**src/psq_pkg.sv**
```systemverilog
// Package of constants and types for the port mode sequencer
package psq_pkg;

  localparam int          NPORT_DEF    = 8;
  localparam int          ADDR_W       = 8;

  localparam logic [7:0]  OFF_CTRL     = 8'h00;
  localparam logic [7:0]  OFF_STRAP    = 8'h04;
  localparam logic [7:0]  OFF_MODE     = 8'h08;
  localparam logic [7:0]  OFF_ENAB     = 8'h0c;
  localparam logic [7:0]  OFF_CMD      = 8'h10;
  localparam logic [7:0]  OFF_PWR      = 8'h14;
  localparam logic [7:0]  OFF_RES0     = 8'h20;
  localparam logic [7:0]  OFF_RES_END  = 8'h40;

  localparam int          CTRL_SOFT    = 0;
  localparam int          CTRL_HP      = 1;
  localparam int          CTRL_EXT     = 2;
  localparam int          ENAB_DET     = 0;
  localparam int          ENAB_CLS     = 8;
  localparam int          ENAB_DIS     = 16;
  localparam int          CMD_DET      = 0;
  localparam int          CMD_CLS      = 8;
  localparam int          CMD_ON       = 16;
  localparam int          CMD_OFF      = 24;

  localparam int          PIN_RSTN     = 0;
  localparam int          PIN_AUTO     = 1;
  localparam int          PIN_MID      = 2;
  localparam int          PIN_PLO      = 3;
  localparam int          PIN_PHI      = 4;
  localparam logic [4:0]  PIN_RST_VAL  = 5'h01;

  typedef enum logic [1:0] {
    MD_SHUT   = 2'b00,
    MD_MANUAL = 2'b01,
    MD_SEMI   = 2'b10,
    MD_AUTO   = 2'b11
  } psq_mode_t;

  typedef enum logic [1:0] {
    MK_FCUR   = 2'b00,
    MK_FVOLT  = 2'b01,
    MK_CLASS  = 2'b10
  } psq_kind_t;

  typedef enum logic [2:0] {
    DR_UNKNOWN = 3'h0,
    DR_SHORT   = 3'h1,
    DR_LOW     = 3'h2,
    DR_GOOD    = 3'h3,
    DR_HIGH    = 3'h4,
    DR_OPEN    = 3'h5
  } psq_det_t;

  typedef enum logic [2:0] {
    ST_IDLE   = 3'b000,
    ST_DETI   = 3'b001,
    ST_DETV   = 3'b011,
    ST_CLASS  = 3'b010,
    ST_WAIT   = 3'b110,
    ST_ON     = 3'b111
  } psq_state_t;

  // Resistance in units of 100 ohm
  localparam logic [10:0] R_SHORT      = 11'h018;
  localparam logic [10:0] R_LOW        = 11'h0aa;
  localparam logic [10:0] R_HIGH       = 11'h122;
  localparam logic [10:0] R_OPEN       = 11'h1f4;

  // Power in units of 0.1 W
  localparam logic [9:0]  PWR_L0       = 10'h183;
  localparam logic [9:0]  PWR_L1       = 10'h20f;
  localparam logic [9:0]  PWR_L2       = 10'h2bc;
  localparam logic [9:0]  PWR_L3       = 10'h384;
  localparam logic [9:0]  PWR_STD      = 10'h0ff;
  localparam logic [9:0]  PWR_ANY      = 10'h3ff;

  // Thresholds in mA
  localparam logic [9:0]  ICUT_C1      = 10'h070;
  localparam logic [9:0]  ICUT_C2      = 10'h0ce;
  localparam logic [9:0]  ICUT_C3      = 10'h177;
  localparam logic [9:0]  ICUT_C4      = 10'h27e;
  localparam logic [9:0]  ILIM_STD     = 10'h1a9;
  localparam logic [9:0]  ILIM_C4      = 10'h352;

  localparam int          CLK_KHZ      = 40000;
  localparam int          BACKOFF_MS   = 100;
  localparam int          MID_BACK_MS  = 2000;

endpackage : psq_pkg

```
**src/psq_top.sv**
```systemverilog
// Eight-port mode sequencer with APB registers and shared measurement
`timescale 1ns/1ps
// Notes on behaviour
// - Eight ports, each in its own mode
// - Mode code 11 auto, 10 semi, 01 manual, 00 off
// - Manual: one cycle per command, host powers
// - Semi: repeat detect and class, host powers
// - Auto: like semi, powers and sets thresholds
// - Auto only while standalone pin high throughout
// - Shutdown: no detection, never powered
// - Current limit fault always removes power
// - Disconnect removes power when enabled
// - Reset by pin, power-up, soft bit; pin or soft reset captures straps, power-up takes them as low
// - Later strap changes ignored until pin or soft reset, except standalone pin going low
// - Standalone strap configures all ports automatic
// - Auto thresholds chosen by class table
// - Class thresholds only with standalone strap
// - Extended power needs both enable bits
// - Power limit pins pick maximum power, with standalone strap only
// - Never power device above maximum level, except by manual command
// - Forced current first, then forced voltage
// - Valid only when both measurements valid
// - 17k to 29k reported as good
// - First reading below 1V aborts as short
// - Reset pin low keeps ports off, defaults
// - Backoff 100ms, or 2s in midspan
module psq_top #(
  parameter int NPORT           = psq_pkg::NPORT_DEF,
  parameter int CNT_W           = 27,
  parameter int BACKOFF_CYC     = psq_pkg::BACKOFF_MS * psq_pkg::CLK_KHZ,
  parameter int MID_BACKOFF_CYC = psq_pkg::MID_BACK_MS * psq_pkg::CLK_KHZ
) (
  input  wire logic                   clk_sys_i,
  input  wire logic                   sys_rst_i,
  input  wire logic                   psel_i,
  input  wire logic                   penable_i,
  input  wire logic                   pwrite_i,
  input  wire logic [psq_pkg::ADDR_W-1:0] paddr_i,
  input  wire logic [31:0]            pwdata_i,
  output logic      [31:0]            prdata_o,
  output logic                        pready_o,
  output logic                        pslverr_o,
  input  wire logic                   reset_pin_n_i,
  input  wire logic                   standalone_sel_i,
  input  wire logic                   midspan_sel_i,
  input  wire logic                   power_limit_select_lo_i,
  input  wire logic                   power_limit_select_hi_i,
  input  wire logic [NPORT-1:0]       port_ilim_fault_i,
  input  wire logic [NPORT-1:0]       port_disconnect_i,
  output logic                        meas_req_o,
  output logic      [2:0]             meas_port_o,
  output psq_pkg::psq_kind_t          meas_kind_o,
  input  wire logic                   meas_done_i,
  input  wire logic                   meas_short_i,
  input  wire logic [10:0]            meas_res_i,
  input  wire logic [2:0]             meas_class_i,
  input  wire logic [9:0]             meas_pwr_i,
  output logic      [NPORT-1:0]       port_output_pin_o,
  output logic      [10*NPORT-1:0]    port_icut_ma_o,
  output logic      [10*NPORT-1:0]    port_ilim_ma_o,
  output logic                        ext_power_en_o
);
  import psq_pkg::*;

  if (NPORT < 1 || NPORT > 8) begin : g_bad_nport
    $error("NPORT must lie between 1 and 8");
  end
  if (MID_BACKOFF_CYC >= (2 ** CNT_W) || BACKOFF_CYC < 1) begin : g_bad_cnt
    $error("Backoff counts do not fit CNT_W");
  end

  localparam logic [CNT_W-1:0] BO_LIM  = CNT_W'(BACKOFF_CYC - 1);
  localparam logic [CNT_W-1:0] MBO_LIM = CNT_W'(MID_BACKOFF_CYC - 1);

  function automatic psq_det_t det_code(input logic [10:0] r);
    if (r < R_SHORT) begin
      det_code = DR_SHORT;
    end else if (r < R_LOW) begin
      det_code = DR_LOW;
    end else if (r <= R_HIGH) begin
      det_code = DR_GOOD;
    end else if (r <= R_OPEN) begin
      det_code = DR_HIGH;
    end else begin
      det_code = DR_OPEN;
    end
  endfunction : det_code

  // Pin synchronisers and agreement filter
  logic [4:0]             pin_raw;
  logic [4:0]             pin_s1_q;
  logic [4:0]             pin_s2_q;
  logic [4:0]             pin_s3_q;
  logic [4:0]             pin_q;

  assign pin_raw = {power_limit_select_hi_i, power_limit_select_lo_i,
                    midspan_sel_i, standalone_sel_i, reset_pin_n_i};

  always_ff @(posedge clk_sys_i or posedge sys_rst_i) begin
    if (sys_rst_i) begin
      {pin_s1_q, pin_s2_q, pin_s3_q, pin_q} <= {4{PIN_RST_VAL}};
    end else begin
      pin_s1_q <= pin_raw;
      pin_s2_q <= pin_s1_q;
      pin_s3_q <= pin_s2_q;
      for (int b = 0; b < 5; b++) begin
        if (pin_s2_q[b] == pin_s3_q[b]) begin
          pin_q[b] <= pin_s2_q[b];
        end
      end
    end
  end

  // Internal reset and strap capture
  logic                   soft_rst_q;
  logic                   int_rst;
  logic                   strap_ok_q;
  logic                   auto_strap_q;
  logic                   mid_strap_q;
  logic [9:0]             max_pwr_q;

  assign int_rst = !pin_q[PIN_RSTN] || soft_rst_q;

  always_ff @(posedge clk_sys_i or posedge sys_rst_i) begin
    if (sys_rst_i) begin
      {strap_ok_q, auto_strap_q, mid_strap_q} <= '0;
      max_pwr_q    <= PWR_ANY;
    end else if (int_rst) begin
      strap_ok_q   <= 1'b0;
    end else if (!strap_ok_q) begin
      strap_ok_q   <= 1'b1;
      auto_strap_q <= pin_q[PIN_AUTO];
      mid_strap_q  <= pin_q[PIN_MID];
      if (!pin_q[PIN_AUTO]) begin
        max_pwr_q <= PWR_ANY;
      end else begin
        case ({pin_q[PIN_PHI], pin_q[PIN_PLO]})
          2'b00:   max_pwr_q <= PWR_L0;
          2'b01:   max_pwr_q <= PWR_L1;
          2'b10:   max_pwr_q <= PWR_L2;
          default: max_pwr_q <= PWR_L3;
        endcase
      end
    end
  end

  // Register file
  logic                   hp_en_q;
  logic                   ext_bit_q;
  logic [2*NPORT-1:0]     mode_q;
  logic [NPORT-1:0]       den_q;
  logic [NPORT-1:0]       cen_q;
  logic [NPORT-1:0]       disen_q;
  logic [NPORT-1:0]       cmd_det_q;
  logic [NPORT-1:0]       cmd_cls_q;
  logic [NPORT-1:0]       cmd_on_q;
  logic [NPORT-1:0]       cmd_off_q;
  logic                   wr_go;
  logic [NPORT-1:0]       all_one;
  logic [9:0]             pwr_lim;

  assign wr_go   = psel_i && penable_i && pready_o && pwrite_i;
  assign all_one = {NPORT{1'b1}};
  assign pwr_lim = (hp_en_q && ext_bit_q) ? max_pwr_q :
                   ((max_pwr_q < PWR_STD) ? max_pwr_q : PWR_STD);

  always_ff @(posedge clk_sys_i or posedge sys_rst_i) begin
    if (sys_rst_i) begin
      soft_rst_q <= 1'b0;
    end else begin
      soft_rst_q <= wr_go && paddr_i == OFF_CTRL && pwdata_i[CTRL_SOFT];
    end
  end

  always_ff @(posedge clk_sys_i or posedge sys_rst_i) begin
    if (sys_rst_i) begin
      {hp_en_q, ext_bit_q, mode_q, den_q, cen_q, disen_q} <= '0;
    end else if (int_rst) begin
      {hp_en_q, ext_bit_q, mode_q, den_q, cen_q, disen_q} <= '0;
    end else if (!strap_ok_q) begin
      if (pin_q[PIN_AUTO]) begin
        mode_q  <= {NPORT{MD_AUTO}};
        den_q   <= all_one;
        cen_q   <= all_one;
        disen_q <= all_one;
        hp_en_q <= 1'b1;
      end
    end else if (wr_go) begin
      case (paddr_i)
        OFF_CTRL: begin
          hp_en_q   <= pwdata_i[CTRL_HP];
          ext_bit_q <= pwdata_i[CTRL_EXT];
        end
        OFF_MODE: mode_q <= pwdata_i[2*NPORT-1:0];
        OFF_ENAB: begin
          den_q   <= pwdata_i[ENAB_DET+:NPORT];
          cen_q   <= pwdata_i[ENAB_CLS+:NPORT];
          disen_q <= pwdata_i[ENAB_DIS+:NPORT];
        end
        default: ;
      endcase
    end
  end

  always_ff @(posedge clk_sys_i or posedge sys_rst_i) begin
    if (sys_rst_i) begin
      {cmd_det_q, cmd_cls_q, cmd_on_q, cmd_off_q} <= '0;
    end else if (wr_go && paddr_i == OFF_CMD && !int_rst) begin
      cmd_det_q <= pwdata_i[CMD_DET+:NPORT];
      cmd_cls_q <= pwdata_i[CMD_CLS+:NPORT];
      cmd_on_q  <= pwdata_i[CMD_ON+:NPORT];
      cmd_off_q <= pwdata_i[CMD_OFF+:NPORT];
    end else begin
      {cmd_det_q, cmd_cls_q, cmd_on_q, cmd_off_q} <= '0;
    end
  end

  // Port state
  psq_state_t             st_q   [NPORT];
  psq_det_t               res_q  [NPORT];
  logic [2:0]             cls_q  [NPORT];
  logic [9:0]             preq_q [NPORT];
  logic [CNT_W-1:0]       bo_q   [NPORT];
  logic [NPORT-1:0]       want;
  psq_kind_t              kind   [NPORT];
  logic [NPORT-1:0]       done_v;

  // APB read path, one wait state
  logic [31:0]            rdata;
  logic                   rd_bad;
  logic [2:0]             ridx;

  assign ridx = paddr_i[4:2];

  always_comb begin
    rdata  = '0;
    rd_bad = 1'b0;
    case (paddr_i)
      OFF_CTRL:  rdata = {29'h0, ext_bit_q, hp_en_q, 1'b0};
      OFF_STRAP: rdata = {18'h0, max_pwr_q, 1'b0, strap_ok_q,
                          mid_strap_q, auto_strap_q};
      OFF_MODE:  rdata[2*NPORT-1:0] = mode_q;
      OFF_ENAB: begin
        rdata[ENAB_DET+:NPORT] = den_q;
        rdata[ENAB_CLS+:NPORT] = cen_q;
        rdata[ENAB_DIS+:NPORT] = disen_q;
      end
      OFF_CMD:   rdata = '0;
      OFF_PWR:   rdata[NPORT-1:0] = port_output_pin_o;
      default: begin
        if (paddr_i >= OFF_RES0 && paddr_i < OFF_RES_END &&
            paddr_i[1:0] == 2'b00 && 32'(ridx) < NPORT) begin
          rdata = {14'h0, preq_q[ridx], 1'b0, cls_q[ridx], 1'b0,
                   res_q[ridx]};
        end else begin
          rd_bad = 1'b1;
        end
      end
    endcase
  end

  always_ff @(posedge clk_sys_i or posedge sys_rst_i) begin
    if (sys_rst_i) begin
      {pready_o, pslverr_o, prdata_o} <= '0;
    end else if (psel_i && penable_i && !pready_o) begin
      pready_o  <= 1'b1;
      prdata_o  <= pwrite_i ? 32'h0 : rdata;
      pslverr_o <= rd_bad;
    end else begin
      pready_o  <= 1'b0;
      pslverr_o <= 1'b0;
    end
  end

  // Shared measurement engine arbiter
  logic [2:0]             rr_q;
  logic                   pick_v;
  logic [2:0]             pick;
  logic [2:0]             cand;

  always_comb begin
    pick_v = 1'b0;
    pick   = '0;
    cand   = '0;
    for (int k = 0; k < 8; k++) begin
      cand = 3'(rr_q + 3'(k));
      if (!pick_v && 32'(cand) < NPORT && want[cand]) begin
        pick_v = 1'b1;
        pick   = cand;
      end
    end
  end

  always_ff @(posedge clk_sys_i or posedge sys_rst_i) begin
    if (sys_rst_i) begin
      {meas_req_o, meas_port_o, rr_q} <= '0;
      meas_kind_o <= MK_FCUR;
    end else if (meas_req_o) begin
      if (meas_done_i) begin
        meas_req_o <= 1'b0;
      end
    end else if (pick_v && !int_rst) begin
      meas_req_o  <= 1'b1;
      meas_port_o <= pick;
      meas_kind_o <= kind[pick];
      rr_q        <= 3'(pick + 3'h1);
    end
  end

  always_ff @(posedge clk_sys_i or posedge sys_rst_i) begin
    if (sys_rst_i) begin
      ext_power_en_o <= 1'b0;
    end else begin
      ext_power_en_o <= hp_en_q && ext_bit_q;
    end
  end

  // One identical machine per port
  for (genvar i = 0; i < NPORT; i++) begin : g_port
    psq_mode_t   mode;
    logic        auto_ok;
    logic        shut;
    logic        fin_auto;
    logic        may_on;

    assign mode    = psq_mode_t'(mode_q[2*i+:2]);
    assign auto_ok = mode == MD_AUTO && auto_strap_q && pin_q[PIN_AUTO];
    assign shut    = mode == MD_SHUT || (mode == MD_AUTO && !auto_ok) ||
                     !strap_ok_q;
    assign done_v[i] = meas_req_o && meas_done_i && meas_port_o == 3'(i);
    assign want[i] = (st_q[i] == ST_DETI || st_q[i] == ST_DETV ||
                      st_q[i] == ST_CLASS) && !shut &&
                     !(meas_req_o && meas_port_o == 3'(i));
    assign kind[i] = st_q[i] == ST_DETI ? MK_FCUR :
                     st_q[i] == ST_DETV ? MK_FVOLT : MK_CLASS;
    assign may_on  = preq_q[i] <= pwr_lim;
    assign fin_auto = mode == MD_AUTO;

    always_ff @(posedge clk_sys_i or posedge sys_rst_i) begin
      if (sys_rst_i) begin
        st_q[i]   <= ST_IDLE;
        res_q[i]  <= DR_UNKNOWN;
        cls_q[i]  <= '0;
        preq_q[i] <= '0;
        bo_q[i]   <= '0;
        port_output_pin_o[i] <= 1'b0;
        port_icut_ma_o[10*i+:10] <= '0;
        port_ilim_ma_o[10*i+:10] <= '0;
      end else if (int_rst || shut) begin
        st_q[i]   <= ST_IDLE;
        if (int_rst) begin
          res_q[i]  <= DR_UNKNOWN;
          cls_q[i]  <= '0;
          preq_q[i] <= '0;
        end
        port_output_pin_o[i] <= 1'b0;
      end else begin
        case (st_q[i])
          ST_IDLE, ST_WAIT: begin
            if (cmd_on_q[i] && (mode == MD_MANUAL ||
                (res_q[i] == DR_GOOD && may_on))) begin
              st_q[i] <= ST_ON;
              port_output_pin_o[i] <= 1'b1;
            end else if (st_q[i] == ST_WAIT) begin
              if (bo_q[i] == (mid_strap_q ? MBO_LIM : BO_LIM)) begin
                st_q[i] <= ST_IDLE;
              end else begin
                bo_q[i] <= CNT_W'(bo_q[i] + 1'b1);
              end
            end else if (mode == MD_MANUAL) begin
              if (cmd_det_q[i]) begin
                st_q[i] <= ST_DETI;
                cls_q[i] <= '0;
              end else if (cmd_cls_q[i]) begin
                st_q[i] <= ST_CLASS;
              end
            end else if (den_q[i]) begin
              st_q[i]  <= ST_DETI;
              cls_q[i] <= '0;
              preq_q[i] <= '0;
            end
          end
          ST_DETI: begin
            if (done_v[i]) begin
              if (meas_short_i) begin
                res_q[i] <= DR_SHORT;
              end else begin
                res_q[i] <= det_code(meas_res_i);
              end
              if (!meas_short_i && det_code(meas_res_i) == DR_GOOD) begin
                st_q[i] <= ST_DETV;
              end else begin
                st_q[i] <= mode == MD_MANUAL ? ST_IDLE : ST_WAIT;
                bo_q[i] <= '0;
              end
            end
          end
          ST_DETV: begin
            if (done_v[i]) begin
              res_q[i] <= det_code(meas_res_i);
              bo_q[i]  <= '0;
              if (det_code(meas_res_i) != DR_GOOD ||
                  mode == MD_MANUAL) begin
                st_q[i] <= mode == MD_MANUAL ? ST_IDLE : ST_WAIT;
              end else if (cen_q[i]) begin
                st_q[i] <= ST_CLASS;
              end else if (fin_auto && may_on) begin
                st_q[i] <= ST_ON;
                port_output_pin_o[i] <= 1'b1;
                port_icut_ma_o[10*i+:10] <= ICUT_C3;
                port_ilim_ma_o[10*i+:10] <= ILIM_STD;
              end else begin
                st_q[i] <= ST_WAIT;
              end
            end
          end
          ST_CLASS: begin
            if (done_v[i]) begin
              cls_q[i]  <= meas_class_i;
              preq_q[i] <= meas_pwr_i;
              bo_q[i]   <= '0;
              if (mode == MD_MANUAL) begin
                st_q[i] <= ST_IDLE;
              end else if (fin_auto && meas_pwr_i <= pwr_lim) begin
                st_q[i] <= ST_ON;
                port_output_pin_o[i] <= 1'b1;
                case (meas_class_i)
                  3'h1: port_icut_ma_o[10*i+:10] <= ICUT_C1;
                  3'h2: port_icut_ma_o[10*i+:10] <= ICUT_C2;
                  3'h4: port_icut_ma_o[10*i+:10] <= ICUT_C4;
                  default: port_icut_ma_o[10*i+:10] <= ICUT_C3;
                endcase
                port_ilim_ma_o[10*i+:10] <= meas_class_i == 3'h4 ?
                                            ILIM_C4 : ILIM_STD;
              end else begin
                st_q[i] <= ST_WAIT;
              end
            end
          end
          ST_ON: begin
            if (port_ilim_fault_i[i] || cmd_off_q[i] ||
                (port_disconnect_i[i] && disen_q[i])) begin
              port_output_pin_o[i] <= 1'b0;
              st_q[i] <= mode == MD_MANUAL ? ST_IDLE : ST_WAIT;
              bo_q[i] <= '0;
            end
          end
          default: st_q[i] <= ST_IDLE;
        endcase
      end
    end
  end

endmodule : psq_top

```
**config.mk**
```make
export PLATFORM = sky130hd
export DESIGN_NAME = psq_top
export DESIGN_NICKNAME = d
export VERILOG_FILES = /design/src/psq_pkg.sv /design/src/psq_top.sv
export SDC_FILE = /design/constraint.sdc
export NUM_CORES = 2
export LEC_CHECK = 0
export BUFFER_PORTS_ARGS = -buffer_cell sky130_fd_sc_hd__buf_4
export CORE_MARGIN = 1.5
export CORE_UTILIZATION = 30
export CTS_BUF_LIST = sky130_fd_sc_hd__clkbuf_8
export CTS_CLUSTER_DIAMETER = 40
export DETAILED_ROUTE_END_ITERATION = 7
export SLEW_MARGIN = 20
export SYNTH_ARGS = -nofsm -noshare
export SYNTH_HDL_FRONTEND = slang
export SYNTH_SLANG_ARGS = --single-unit
```
**constraint.sdc**
```tcl
create_clock -name clk_sys_i -period 61 [get_ports clk_sys_i]
set_clock_uncertainty 0.1 [all_clocks]
set_input_delay 15.25 -clock clk_sys_i [delete_from_list [all_inputs] [get_ports clk_sys_i]]
set_output_delay 15.25 -clock clk_sys_i [all_outputs]
set_load 0.005 [all_outputs]
```
==> flow_results.xml <==
<?xml version="1.0" encoding="UTF-8"?>
<metrics>
  <group name="outcome">
    <metric name="run_status" unit="">finished clean</metric>
  </group>
  <group name="drt">
    <metric name="number_of_vias_per_cell_after_detailed_routing" unit="">5.48</metric>
    <metric name="drt_first_pass_iters" unit="">5</metric>
    <metric name="antenna_violating_nets_post_route" unit="">0</metric>
    <metric name="drt_drc_violations_left" unit="">0</metric>
    <metric name="vias" unit="">31800</metric>
    <metric name="post_drt_wl_per_cell" unit="µm">20.9</metric>
    <metric name="detailedRoute.firstIterationViolations" unit="">2728</metric>
    <metric name="routed_wirelength" unit="mm">121</metric>
  </group>
  <group name="synth">
    <metric name="post_synth.cell_area_avg" unit="µm²">8.67</metric>
    <metric name="synth_top_area_cell" unit="">sky130_fd_sc_hd__dfrtp_1</metric>
    <metric name="syn-cell-area" unit="µm²">34900</metric>
    <metric name="post_synth_num_cell_types" unit="">127</metric>
    <metric name="synth-edff-count" unit="">0</metric>
    <metric name="synth_seq_area_share" unit="%">42.3</metric>
    <metric name="yosysWarnings" unit="">0</metric>
    <metric name="synth_top_cells_by_area" unit="">sky130_fd_sc_hd__dfrtp_1 41%, sky130_fd_sc_hd__o21ai_0 6.3%, sky130_fd_sc_hd__nand2_1 5.4%</metric>
    <metric name="number_of_synthesized_register_bits" unit="">589</metric>
    <metric name="synth-async-reset-ratio" unit="%">100</metric>
    <metric name="synthesis.instances" unit="">4022</metric>
    <metric name="postSynth.topFlopCell" unit="">sky130_fd_sc_hd__dfrtp_1</metric>
    <metric name="share_of_the_synthesized_area_in_the_top_cell_type" unit="%">41.5</metric>
  </group>
  <group name="clocking">
    <metric name="post_cts_resized" unit="">0</metric>
    <metric name="cts_tree" unit="">yes</metric>
    <metric name="post_cts_buffers" unit="">0</metric>
    <metric name="numClockSinks" unit="">589</metric>
    <metric name="ctsRootBufferMaster" unit="">sky130_fd_sc_hd__clkbuf_8</metric>
    <metric name="clk_transition_reported_paths" unit="ns">0.06</metric>
    <metric name="holdBufCountCts" unit="">0</metric>
    <metric name="clk-insertion-delay-late" unit="ns">0.77</metric>
    <metric name="numCtsBuffers" unit="">120</metric>
    <metric name="ctsHtreeMaxLevel" unit="">3</metric>
    <metric name="cts.path.max_buffers" unit="">3</metric>
  </group>
  <group name="critical_path">
    <metric name="critical_path.endpoint_type" unit="">flop</metric>
    <metric name="crit_arrival" unit="ns">19.14</metric>
    <metric name="worst_ep_required_time" unit="ns">61.50</metric>
    <metric name="criticalPathCategory" unit="">in -&gt; reg</metric>
    <metric name="timing.rr.end" unit="">bo_q[6]</metric>
    <metric name="r2r_start" unit="">max_pwr_q[2]</metric>
    <metric name="critical_path_peak_fanout" unit="">20</metric>
    <metric name="startpoint_type" unit="">input port</metric>
    <metric name="regToRegSetupSlack" unit="ns">54.80</metric>
    <metric name="worstRegToRegCells" unit="">16</metric>
  </group>
  <group name="layout">
    <metric name="fillers" unit="">11900</metric>
    <metric name="most-common-layout-cells" unit="">578 x sky130_fd_sc_hd__dfrtp_1, 500 x sky130_fd_sc_hd__nand2_1, 439 x sky130_fd_sc_hd__o21ai_0</metric>
    <metric name="multi_input_comb_area" unit="µm²">18000</metric>
    <metric name="drive_above_1_share" unit="%">15.9</metric>
    <metric name="syn2layout_area_growth" unit="%">16.8</metric>
    <metric name="utilization" unit="%">35.5</metric>
    <metric name="finish.net_count" unit="">4361</metric>
    <metric name="register_area" unit="µm²">14800</metric>
    <metric name="most_common_cell_after_layout_fill_and_taps_aside" unit="">sky130_fd_sc_hd__dfrtp_1</metric>
  </group>
  <group name="floorplanning">
    <metric name="floorplan.initialDensity" unit="%">30.4</metric>
    <metric name="site_row_count" unit="">124</metric>
    <metric name="die_height" unit="µm">344</metric>
    <metric name="core-area" unit="µm²">115000</metric>
    <metric name="floorplan.die.width" unit="µm">344</metric>
    <metric name="ioPinCount" unit="">301</metric>
    <metric name="dieArea" unit="µm²">118000</metric>
  </group>
  <group name="place">
    <metric name="port_buffers" unit="">284</metric>
    <metric name="globalplace.congestion" unit="">0.968</metric>
    <metric name="hpwlAfterDp" unit="mm">90.0</metric>
  </group>
  <group name="min_path">
    <metric name="worst_hold_path.num_cells" unit="">0</metric>
    <metric name="timing.hold.worst.class" unit="">reg -&gt; reg</metric>
    <metric name="launch_instance_of_the_worst_min_delay_path" unit="">pin_s1_q[3]</metric>
    <metric name="whs_endpoint" unit="">pin_s2_q[3]</metric>
  </group>
  <group name="power_and_ir_drop">
    <metric name="power" unit="mW">1.16</metric>
    <metric name="vdd.ir_drop.worst" unit="mV">0.0182</metric>
    <metric name="pwr_density_cell" unit="nW/µm²">28.5</metric>
    <metric name="cellLeakagePower" unit="nW">17.6</metric>
  </group>
  <group name="timing">
    <metric name="worstMarginPinSlew" unit="ns">1.14</metric>
    <metric name="timing.final.hold_violations" unit="">0</metric>
    <metric name="setup-tns-final" unit="ns">0</metric>
    <metric name="finalCritPeriodShare" unit="%">30.6</metric>
    <metric name="max-slew-margin-rel" unit="%">24.2</metric>
    <metric name="period_needed" unit="ns">18.64</metric>
    <metric name="setup_violating_endpoint_count_in_the_final_report" unit="">0</metric>
    <metric name="max_freq" unit="MHz">53.7</metric>
    <metric name="grt_setup_unrepaired" unit="">no</metric>
    <metric name="timing.final.max_slew_violations" unit="">0</metric>
  </group>
  <group name="global_route">
    <metric name="grt_first_pass_wirelength" unit="mm">183</metric>
    <metric name="globalRouteTotalUtil" unit="%">20.0</metric>
    <metric name="via_count_of_the_first_global_routing_pass" unit="">29600</metric>
    <metric name="initial_antenna_violation_count" unit="">5</metric>
    <metric name="grt_start_max_net_pins" unit="">114</metric>
    <metric name="total_gr_overflow" unit="">0</metric>
  </group>
  <group name="job">
    <metric name="cap_viol_max_count" unit="">0</metric>
  </group>
</metrics>
-- stage by stage --
step	setup WS [ns]	std cells	cell area [µm²]	hold slack [ns]
floorplan	29.19	4037	34900	0.231
global placement	41.69	5580	37800	0.236
detailed placement	41.64	5580	37800	0.238
CTS	42.45	5801	40700	0.250
global route	42.13	5803	40700	0.252
finish	42.36	5803	40700	0.247
-- synth_stat cells, drive strengths merged (51+ instances only) --
cell type and n:
nor2 384, nand2 503, nand4 72, ha 79
and3 65, xor2 65, buf 137, nor3 83
nand3 202, or3 51, and2 69, a21oi 198
inv 158, dfrtp 578, clkbuf 171, o21ai 470
a31oi 67
-- worst max-delay path by stage --
stage,start,endpoint,slack [ns]
floorplan,sys_rst_i,auto_strap_q,29.19
CTS,meas_res_i[1],bo_q[25],42.45
detailed placement,meas_res_i[1],bo_q[25],41.64
global placement,meas_res_i[1],bo_q[25],41.69
global route,meas_res_i[1],bo_q[103],42.13
finish,meas_res_i[1],bo_q[105],42.36
-- flip-flops by register name (all words and copies together), names as in the netlist, 7 cells and up --
signal,count
port_ilim_ma_o,16
bo_q,216
cmd_det_q,8
cls_q,24
cmd_on_q,8
max_pwr_q,7
cmd_off_q,8
res_q,24
st_q,24
cmd_cls_q,8
mode_q,16
preq_q,80
cen_q,8
disen_q,8
prdata_o,24
den_q,8
port_icut_ma_o,56
port_output_pin_o,8
-- where the power goes --
part	internal [mW]	switching, mW
Sequential	0.407	0.0382
Clock	0.293	0.190
Combinational	0.0752	0.156
Total	0.775	0.384
-- worst max-delay path, cell delays in order --
cell and delay, ns:
sky130_fd_sc_hd__buf_4 0.11, sky130_fd_sc_hd__o21a_1 0.18, sky130_fd_sc_hd__o21a_1 0.16, sky130_fd_sc_hd__o211ai_1 0.33, sky130_fd_sc_hd__a21oi_1 0.20, sky130_fd_sc_hd__buf_4 0.24, sky130_fd_sc_hd__nand2_1 0.53, sky130_fd_sc_hd__a21oi_1 0.15
sky130_fd_sc_hd__or4_1 0.88, sky130_fd_sc_hd__nor3_2 0.95, sky130_fd_sc_hd__nor2_1 0.13
-- metal layers --
layer	routed length, µm	GRT usage [%]
met5	0	0
met4	5160	8.79
met3	10700	4.76
met2	51600	29.4
met1	54000	28.0
-- layout make-up --
type | instances | share of cell area, %
multi-input cells | 2980 | 44.3
flip-flops and latches | 589 | 36.2
repair buffers | 339 | 6.28
clock buffers | 149 | 5.04
well taps | 1512 | 4.65
clock inverters | 72 | 1.96
inverters | 160 | 1.50
diodes | 2 | 0.0123
-- cell families (layout without fill, tap and decap cells) --
kind of cell | count (synthesis) | in the layout | synth area share, %
flip-flops | 589 | 589 | 42.3
XOR/XNOR | 108 | 108 | 2.71
multiplexers | 83 | 83 | 3.71
AO/OA/AOI/OAI | 1077 | 1077 | 19.4
other | 1 | 18 | 0.0108
AND/OR/NAND/NOR | 1606 | 1606 | 22.4
adder cells (fa/ha/maj) | 90 | 90 | 3.15
buffers and inverters | 468 | 720 | 6.29
No activity file was read; power rests on OpenSTA's default activity.
